<file path="src/cpgo_pkg.sv">
`default_nettype none
package cpgo_pkg;

  // Register offsets
  localparam logic [7:0] CPGO_OFF_PWR     = 8'h24;
  localparam logic [7:0] CPGO_OFF_CH9_PRI = 8'h25;
  localparam logic [7:0] CPGO_OFF_CH9_SEC = 8'h26;
  localparam logic [7:0] CPGO_OFF_CH10_PRI = 8'h27;
  localparam logic [7:0] CPGO_OFF_CH10_SEC = 8'h28;
  localparam logic [7:0] CPGO_OFF_STATUS  = 8'h30;

  // Field positions in the channel-power register
  localparam int CPGO_DIG_SLEEP_LSB  = 12;
  localparam int CPGO_LINE_SLEEP_LSB = 8;
  localparam int CPGO_ANA_SLEEP_LSB  = 4;
  localparam int CPGO_FLIP_LSB       = 0;

  // Field positions in the gain/offset registers
  localparam int CPGO_GAIN_LSB  = 11;
  localparam int CPGO_GAIN_W    = 5;
  localparam int CPGO_SHIFT_LSB = 0;
  localparam int CPGO_SHIFT_W   = 10;

  // Reset values
  localparam logic [15:0] CPGO_PWR_RST   = 16'h0000;
  localparam logic [4:0]  CPGO_GAIN_RST  = 5'h00;
  localparam logic [9:0]  CPGO_SHIFT_RST = 10'h000;

  // Gain coefficients, fixed point with 12 fractional bits, index N = N x 0.2 dB
  localparam int CPGO_COEF_FRAC = 12;
  localparam logic [14:0] CPGO_COEF_UNITY = 15'h1000;
  localparam logic [0:31][14:0] CPGO_GAIN_Q12 = {
    15'h1000, 15'h105F, 15'h10C1, 15'h1125, 15'h118B, 15'h11F4, 15'h125F, 15'h12CC,
    15'h133C, 15'h13AF, 15'h1425, 15'h149D, 15'h1518, 15'h1595, 15'h1616, 15'h169A,
    15'h1721, 15'h17AA, 15'h1838, 15'h18C8, 15'h195C, 15'h19F3, 15'h1A8E, 15'h1B2C,
    15'h1BCE, 15'h1C74, 15'h1D1D, 15'h1DCB, 15'h1E7D, 15'h1F33, 15'h1FED, 15'h20AB
  };

endpackage
`default_nettype wire

</file>
<file path="src/cpgo_regs.sv">
`timescale 1ns/10ps
`default_nettype none
module cpgo_regs
  import cpgo_pkg::*;
#(
  parameter int DW = 14
) (
  // Clock and reset
  input  wire logic                  clk,
  input  wire logic                  rst,
  // Register port
  input  wire logic [7:0]            addr,
  input  wire logic [15:0]           wdata,
  input  wire logic                  wr,
  input  wire logic                  rd,
  output logic      [15:0]           rdata,
  // Global enables from the enable register
  input  wire logic                  scale_apply_enable,
  input  wire logic                  shift_apply_enable,
  // Channels 5 to 8, index 0 is channel 5
  input  wire logic [3:0][DW-1:0]    lane_in,
  output logic      [3:0][DW-1:0]    lane_data,
  output logic      [3:0]            digital_sleep,
  output logic      [3:0]            serial_line_sleep,
  output logic      [3:0]            analog_sleep,
  // Channels 9 and 10, index 0 is channel 9
  input  wire logic [1:0][DW-1:0]    ch_in,
  output logic      [1:0][DW-1:0]    ch_data
);

  localparam int PW = DW + 17;

  typedef struct packed {
    logic [15:0]           pwr;
    logic [1:0][4:0]       gain;
    logic [1:0][9:0]       shift_pri;
    logic [1:0][9:0]       shift_sec;
    logic [15:0]           rdata;
    logic [3:0][DW-1:0]    lane;
    logic [1:0][DW:0]      sum;
    logic [1:0][DW-1:0]    chan;
  } cpgo_state_s;

  cpgo_state_s s_reg;
  cpgo_state_s s_next;

  function automatic logic [DW-1:0] cpgo_sat(input logic signed [PW-1:0] v);
    logic [PW-DW:0] top;
    top = v[PW-1:DW-1];
    if (top == '0 || top == '1) begin
      return v[DW-1:0];
    end
    return v[PW-1] ? {1'b1, {(DW-1){1'b0}}} : {1'b0, {(DW-1){1'b1}}};
  endfunction

  function automatic logic signed [PW-1:0] cpgo_widen(input logic [DW:0] v);
    return {{(PW-DW-1){v[DW]}}, v};
  endfunction

  // Offset mirrors disagree; the datapath uses the primary copy only
  logic [1:0] shift_mismatch;
  assign shift_mismatch[0] = s_reg.shift_pri[0] != s_reg.shift_sec[0];
  assign shift_mismatch[1] = s_reg.shift_pri[1] != s_reg.shift_sec[1];

  always_comb begin
    logic [DW:0]          shift_ext;
    logic [14:0]          coef;
    logic signed [PW-1:0] prod;
    shift_ext = '0;
    coef      = CPGO_COEF_UNITY;
    prod      = '0;
    s_next       = s_reg;
    s_next.rdata = '0;

    // Reserved bits are not stored, so they always read back as zero
    if (wr) begin
      unique case (addr)
        CPGO_OFF_PWR: begin
          s_next.pwr = wdata;
        end
        CPGO_OFF_CH9_PRI: begin
          s_next.gain[0]      = wdata[CPGO_GAIN_LSB +: CPGO_GAIN_W];
          s_next.shift_pri[0] = wdata[CPGO_SHIFT_LSB +: CPGO_SHIFT_W];
        end
        CPGO_OFF_CH9_SEC: begin
          s_next.shift_sec[0] = wdata[CPGO_SHIFT_LSB +: CPGO_SHIFT_W];
        end
        CPGO_OFF_CH10_PRI: begin
          s_next.gain[1]      = wdata[CPGO_GAIN_LSB +: CPGO_GAIN_W];
          s_next.shift_pri[1] = wdata[CPGO_SHIFT_LSB +: CPGO_SHIFT_W];
        end
        CPGO_OFF_CH10_SEC: begin
          s_next.shift_sec[1] = wdata[CPGO_SHIFT_LSB +: CPGO_SHIFT_W];
        end
        default: begin
        end
      endcase
    end

    if (rd) begin
      unique case (addr)
        CPGO_OFF_PWR: begin
          s_next.rdata = s_reg.pwr;
        end
        CPGO_OFF_CH9_PRI: begin
          s_next.rdata = {s_reg.gain[0], 1'b0, s_reg.shift_pri[0]};
        end
        CPGO_OFF_CH9_SEC: begin
          s_next.rdata = {6'h00, s_reg.shift_sec[0]};
        end
        CPGO_OFF_CH10_PRI: begin
          s_next.rdata = {s_reg.gain[1], 1'b0, s_reg.shift_pri[1]};
        end
        CPGO_OFF_CH10_SEC: begin
          s_next.rdata = {6'h00, s_reg.shift_sec[1]};
        end
        CPGO_OFF_STATUS: begin
          s_next.rdata = {12'h000, shift_apply_enable, scale_apply_enable, shift_mismatch};
        end
        default: begin
          s_next.rdata = 16'h0000;
        end
      endcase
    end

    // Lanes 5 to 8: a lane with digital or serial-line sleep set holds zero (analog sleep does not), otherwise optional inversion
    for (int i = 0; i < 4; i++) begin
      if (s_reg.pwr[CPGO_DIG_SLEEP_LSB + i] || s_reg.pwr[CPGO_LINE_SLEEP_LSB + i]) begin
        s_next.lane[i] = '0;
      end else if (s_reg.pwr[CPGO_FLIP_LSB + i]) begin
        s_next.lane[i] = ~lane_in[i];
      end else begin
        s_next.lane[i] = lane_in[i];
      end
    end

    // Channels 9 and 10: offset stage, then gain stage
    for (int k = 0; k < 2; k++) begin
      shift_ext = '0;
      if (shift_apply_enable) begin
        shift_ext = {{(DW+1-CPGO_SHIFT_W){s_reg.shift_pri[k][9]}}, s_reg.shift_pri[k]};
      end
      // One guard bit keeps the sum exact; clipping waits for the gain stage
      s_next.sum[k] = {ch_in[k][DW-1], ch_in[k]} + shift_ext;
      coef = scale_apply_enable ? CPGO_GAIN_Q12[s_reg.gain[k]] : CPGO_COEF_UNITY;
      prod = cpgo_widen(s_reg.sum[k]) * $signed({{(PW-15){1'b0}}, coef});
      s_next.chan[k] = cpgo_sat(prod >>> CPGO_COEF_FRAC);
    end
  end

  always_ff @(posedge clk) begin
    if (rst) begin
      s_reg           <= '0;
      s_reg.pwr       <= CPGO_PWR_RST;
      s_reg.gain      <= {2{CPGO_GAIN_RST}};
      s_reg.shift_pri <= {2{CPGO_SHIFT_RST}};
      s_reg.shift_sec <= {2{CPGO_SHIFT_RST}};
    end else begin
      s_reg <= s_next;
    end
  end

  assign rdata             = s_reg.rdata;
  assign lane_data         = s_reg.lane;
  assign digital_sleep     = s_reg.pwr[CPGO_DIG_SLEEP_LSB +: 4];
  assign serial_line_sleep = s_reg.pwr[CPGO_LINE_SLEEP_LSB +: 4];
  assign analog_sleep      = s_reg.pwr[CPGO_ANA_SLEEP_LSB +: 4];
  assign ch_data           = s_reg.chan;
endmodule
`default_nettype wire

</file>
<file path="config.mk">
export PLATFORM = sky130hd
export DESIGN_NAME = cpgo_regs
export DESIGN_NICKNAME = d
export VERILOG_FILES = /design/src/cpgo_pkg.sv /design/src/cpgo_regs.sv
export SDC_FILE = /design/constraint.sdc
export NUM_CORES = 1
export LEC_CHECK = 0
export CORE_MARGIN = 4
export CORE_UTILIZATION = 25
export CTS_CLUSTER_DIAMETER = 120
export CTS_CLUSTER_SIZE = 14
export DETAILED_ROUTE_END_ITERATION = 10
export DONT_BUFFER_PORTS = 1
export GPL_TIMING_DRIVEN = 0
export PLACE_DENSITY = 0.41
export SETUP_SLACK_MARGIN = 0.15
export SLEW_MARGIN = 20
export SYNTH_ARGS = -nofsm -noshare
export SYNTH_HDL_FRONTEND = slang
export SYNTH_SLANG_ARGS = --single-unit
</file>
<file path="constraint.sdc">
create_clock -name clk -period 7.2 [get_ports clk]
set_input_delay 0.36 -clock clk [delete_from_list [all_inputs] [get_ports clk]]
set_output_delay 0.36 -clock clk [all_outputs]
set_load 0.005 [all_outputs]
</file>
Word-level counts from Yosys, hierarchy flattened
Memories as Yosys holds them, arrays and structs flattened.
Index checks and enable logic that the tools add are counted.
{ "totals": {"regBits": 196, "romBits": 960, "in_bits": 114, "output_inout_bits": 112, "elab_cells": 80, "n_memories": 2} }
{ "classes": {"add_sub_neg": 2, "multipliers": 2, "order_cmp": 2, "eq_ne": 10, "muxes": 21, "n_bitwise": 7, "reduce_logical": 18} }
{ "memory_table": {"columns": ["memory", "words", "word_bits", "rd", "rd_ports_with_merged_regs", "wr", "line_no", "rtl"], "rows": [
  ["(name not given)", 32, 15, 1, 0, 0, "cpgo_regs.sv:145", "coef = scale_apply_enable ? CPGO_GAIN_Q12[s_reg.gain[k]] : CPGO_COEF_UNITY;"],
  ["(name not given)", 32, 15, 1, 0, 0, "cpgo_regs.sv:145", null]
]} }
{ "op_table": {"columns": ["op", "n"], "rows": [
  ["$mux W14", 10],
  ["$mux W15", 8],
  ["$pmux W16 S6", 1],
  ["$mul A15 B16 Y31", 2],
  ["$not A14 Y14", 4],
  ["$eq A8 B6 Y1 const B", 6],
  ["$eq A18 B18 Y1 const B", 2],
  ["$logic_not A18 Y1", 2],
  ["$add A15 B15 Y15", 2],
  ["$ne A10 B10 Y1", 2],
  ["$ge A6 B6 Y1 const B", 2],
  ["$not A5 Y6", 2],
  ["$reduce_and A2 Y1", 5],
  ["$reduce_or A2 Y1", 5],
  ["$logic_or A1 B1 Y1", 6],
  ["$mux W1", 2],
  ["$not A1 Y1", 1]
]} }

Depth between registers and ports, before layout
{ "logic_depth": {"depth_word": 10, "ltp_mapped": 36, "depth_no_buf": 31} }

Least setup slack after synthesis
Ideal clock, no wire load.
{ "synth_path": {"kind": "reg-to-reg", "startpoint": "register s_reg[172] (netlist bit)", "endpoint": "register s_reg (netlist bit ch_data[10])", "setup_ns": 0.074, "t_arrival_ns": 7.617, "required_time_ns": 7.126, "setup_slack_ns": -0.491, "stages_incl_launch_ff": 32, "n_path_buf": 4, "synth_period_minus_slack_ns": 7.691, "cell_sequence": "dfxtp_1 > clkbuf_1 > clkbuf_1 > inv_1 > ha_1 > nor2_1 > a21oi_1 > o21ai_0 > clkbuf_1 > nand2_1 > fa_1 > fa_1 > inv_1 > fa_1 > inv_1 > fa_1 > inv_1 > fa_1 > inv_1 > fa_1 > inv_1 > ha_1 > o21a_1 > o21ai_0 > o22ai_1 > o41ai_1 > nand2_1 > a31o_2 > a311oi_1 > a31oi_1 > clkbuf_1 > o21ai_0"} }
{ "synth_via": {"elab_chain_cells": 10, "word_cells_on_any_way": 13, "classes_between": "mul: 1; eq/ne: 1; mux: 7; bitwise: 1; reduce/logical: 2; memory: 1"} }
{ "synth_rtl": {"columns": ["item", "line_no", "rtl"], "rows": [
  ["start, declared", "cpgo_regs.sv:44", "cpgo_state_s s_reg;"],
  ["start signal, assigned", "cpgo_regs.sv:159", "s_reg <= s_next;"],
  ["$not A5 Y6 (not written as such) (*)", "cpgo_regs.sv:145", null],
  ["$mem_v2 Z32 W15 (*)", null, null],
  ["$mux W15 (not written as such) (*) (2 in a row)", "cpgo_regs.sv:145", null],
  ["$mux W15 (*)", "cpgo_regs.sv:145", null],
  ["$mul A15 B16 Y31 (*)", "cpgo_regs.sv:146", "prod = cpgo_widen(s_reg.sum[k]) * $signed({{(PW-15){1'b0}}, coef});"],
  ["$eq A18 B18 Y1 or $logic_not A18 Y1 (tied branches)", "cpgo_regs.sv:50", "if (top == '0 || top == '1) begin"],
  ["$logic_or A1 B1 Y1", "cpgo_regs.sv:50", null],
  ["$mux W1", "cpgo_regs.sv:50", null],
  ["$mux W14 (*)", "cpgo_regs.sv:53", "return v[PW-1] ? {1'b1, {(DW-1){1'b0}}} : {1'b0, {(DW-1){1'b1}}};"]
]} }
Mark *: on every way between the ends. The rest lies on a longest branch, timed or not. The select of a mux whose other input is x is not followed.
A chain may end at the register's enable or synchronous reset.

Worst setup path in the final report
{ "layout_path": {"startpoint": "register s_reg[178] (netlist bit)", "endpoint": "register s_reg (netlist bit ch_data[23])"} }
Same word-level chain as after synthesis.

==> out/results.tsv <==
stage	metric	value	unit
global_route	antenna_found_initial	13	
cells_and_area	syn_to_final_growth	25.30	%
timing	relSlewSlack	20.36	%
detailed_routing	dr.pass1.iters	8	
synth	synthesis.nets	3606	
cells_and_area	drive_above_1_share	19.70	%
setup_path	cp_slowest_stage_delay	0.52	ns
timing	setup_violations	26	
clock_network	clk_latency	0.52	ns
placement	dp_hpwl	67.56	mm
global_route	grt_max_degree	21	
timing	worst_slack	-0.4262	ns
placement	post-place-ws	-1.811	ns
floorplanning	fp.dieW	322.8	um
global_route	grt_usage	16.30	%
power	ir_drop	177.3	uV
floorplanning	start_util	25.18	%
power	cellLeakagePower	14.39	nW
detailed_routing	num_vias	20140	
synth	synth_cell_types	78	
timing	maxSlewViolCount	0	
clock_network	cts_max_path_buffers	2	
clock_network	cts_root_buf	clkbuf_16	
clock_network	cts_tree	built	
cells_and_area	multiInputGateArea	0.01924	mm2
synth	synth_edf_count	0	
placement	dp.cells	4199	
detailed_routing	ant_nets	0	
timing	hold_violations	0	
setup_path	critPathMostFrequentCell	fa_1	
synth	yosysSeqAreaShare	15.84	%
synth	synth_area_per_cell	8.509	um2
cells_and_area	post-route-util	31.54	%
synth	synthArstFlopShare	0	%
synth	synth_area_leader_cell	fa_1	
setup_path	required	7.52	ns
synth	synth_seq_cells	196	
setup_path	end_kind	flip-flop	
clock_network	cts_sinks	196	
synth	yosysWarnings	0	
floorplanning	rows	115	
global_route	globalRoute.totalOverflow	0	
detailed_routing	remaining_drc_errors	0	
timing	finalCriticalPeriod	7.626	ns
global_route	grt_pass1_wl	127.9	mm
run_status	status	finished, violations left	
cells_and_area	fillers	10540	
detailed_routing	drtIter0Drc	1087	
setup_path	path_class	reg2reg	
floorplanning	pin_count	226	
detailed_routing	wl_per_cell	19.18	um
timing	skew	0.02134	ns
floorplanning	die-area	0.1042	mm2
cells_and_area	seqCellArea	0.003944	mm2
setup_path	cp.arrival	7.94	ns
placement	postPlaceCellArea	0.02661	mm2
timing	fin_crit_sh	105.9	%
timing	holdWs	0.03483	ns
timing	worst_pin_slew	1.195	ns
timing	rsz0062_at_grt	true	
clock_network	clk_pin_slew	0.08	ns
synth	yosysTopAreaCellShare	25.05	%
cells_and_area	final_nets	3848	
run	maxCapViolCount	0	
clock_network	cts.htree.levels	4	
min_path	hp-class	in2reg	
clock_network	cts_buffers	17	
placement	io_buffers	0	
setup_path	crit_path_top_delay_cell	fa_1	
detailed_routing	wl	85.54	mm
synth	synthCells	2912	
cells_and_area	stdcell_count	4460	
setup_path	cp_max_fo	8	
synth	synth_flop_cell	dfxtp_1	
run_status	violations	negative setup slack	
setup_path	start_kind	flip-flop	
synth	synth_area_leaders	fa_1 25%, dfxtp_1 16%, ha_1 14%	
global_route	grt_pass1_vias	20400	
cells_and_area	largest_reg_flops	84	
synth	synth.cell_area	0.02478	mm2
detailed_routing	vias_per_cell	4.515	
power	p_per_area	92.82	mW/mm2
cells_and_area	design_area	0.03105	mm2
floorplanning	core	0.09842	mm2
placement	gp_congestion	0.8446	
floorplanning	chipHeight	322.8	um
timing	fmax	0.1311	GHz
==> synth_stat cells, types with 5 or more instances <==
| cell type | number |
|---|---|
| nor3_1 | 22 |
| or2_2 | 7 |
| and3_1 | 33 |
| inv_1 | 416 |
| xor2_1 | 27 |
| o31ai_1 | 7 |
| buf_4 | 115 |
| nor4_1 | 5 |
| ha_1 | 270 |
| nand2_1 | 385 |
| nand4_1 | 16 |
| a22oi_1 | 20 |
| xnor2_1 | 101 |
| a31oi_1 | 13 |
| a21o_1 | 22 |
| nand3_1 | 25 |
| and2_1 | 187 |
| a222oi_1 | 5 |
| or3_1 | 10 |
| buf_1 | 10 |
| o211ai_1 | 11 |
| fa_1 | 310 |
| clkbuf_1 | 128 |
| mux2i_1 | 20 |
| o21ai_0 | 85 |
| a311oi_1 | 8 |
| o21bai_1 | 5 |
| o21a_1 | 5 |
| a21oi_1 | 139 |
| a211oi_1 | 22 |
| nor3b_1 | 6 |
| dfxtp_1 | 196 |
| nand2b_1 | 24 |
| mux2_2 | 15 |
| nor2b_1 | 23 |
| nor2_1 | 151 |
==> timing repair <==
item	CTS	global route
hold buffers	68	0
endpoints found under the hold margin	118	0
setup endpoints to repair	28	28
resized for setup	386	86
pin swaps	124	71
buffers inserted	117	31
gates cloned	7	0
==> cell type report <==
| type | count | area share (%) |
|---|---|---|
| sequential | 196 | 12.70 |
| antenna | 6 | 0.04836 |
| timing repair buffer | 223 | 6.609 |
| buffer | 259 | 6.319 |
| tap | 1287 | 5.187 |
| clock inverter | 13 | 0.5723 |
| clock buffer | 19 | 1.394 |
| inverter | 419 | 5.187 |
| multi-input combinational | 2038 | 61.98 |
==> cell families (layout without fill, tap and decap cells) <==
kind of cell               count (synthesis)  in the layout  synth area share (%)
and+or+nand+nor                          909            909                 17.47
DFF                                      196            196                 15.84
muxes                                     36             36                 1.581
AOI/OAI and AO/OA                        385            385                 9.812
buffers and inverters                    678            933                 12.09
xor gates and xnor gates                 128            128                 4.525
other                                      0              6                     0
adders and majority gates                580            580                 38.68
==> final timing paths <==
check / startpoint / to / slack, ns / cells after the start
max: s_reg[178]$_SDFFE_PP0P_ / ch_data[23]$_SDFF_PP0_ / -0.43 / 33
min: lane_in[13] / lane_data[13]$_SDFF_PP0_ / 0.03 / 2
max reg2reg: s_reg[178]$_SDFFE_PP0P_ / ch_data[23]$_SDFF_PP0_ / -0.43 / 33
min reg2reg: analog_sleep[3]$_SDFFE_PP0P_ / analog_sleep[3]$_SDFFE_PP0P_ / 0.49 / 2
==> placed cells by master, fill, tap and decap left out, types with 97 or more instances in the layout <==
cell     netlist  layout
nand2_1      385     370
a21oi_1      139     118
fa_1         310     298
xnor2_1      101      97
dfxtp_1      196     188
nor2_1       151     144
inv_1        416     393
buf_4        115     234
and2_1       187     180
ha_1         270     236
==> per-layer routing <==
layer,vias to the layer above,track usage (%),part of all wire (%)
met1,9931,21.99,46
met3,87,3.322,5.1
met4,10,4.298,2.1
met2,462,26.64,47
met5,-,0,0.069
li1,9645,-,-
==> through the flow <==
stage / total power, mW / TNS (ns)
after global placement: 1.716 / -45.97
after CTS: 2.896 / -5.740
final: 2.882 / -8.061
after detailed placement: 1.712 / -43.20
after global routing: 3.029 / -14.38
after floorplan: 1.558 / 0
==> worst max-delay path: cells and delay by family, from the launching register on <==
kind,cells,cell delay [ns]
AOI/OAI and AO/OA,8,1.74
adders and majority gates,7,3.14
buffers and inverters,13,1.55
DFF,1,0.33
and+or+nand+nor,5,0.68
==> where the power goes <==
part | leakage (nW) | internal (mW) | switching [mW]
combinational | 12.5 | 0.293 | 0.370
sequential | 1.62 | 1.13 | 0.0299
clock | 0.297 | 0.506 | 0.554
total | 14.4 | 1.93 | 0.954
Note: power is estimated with default switching activity, not from simulation.
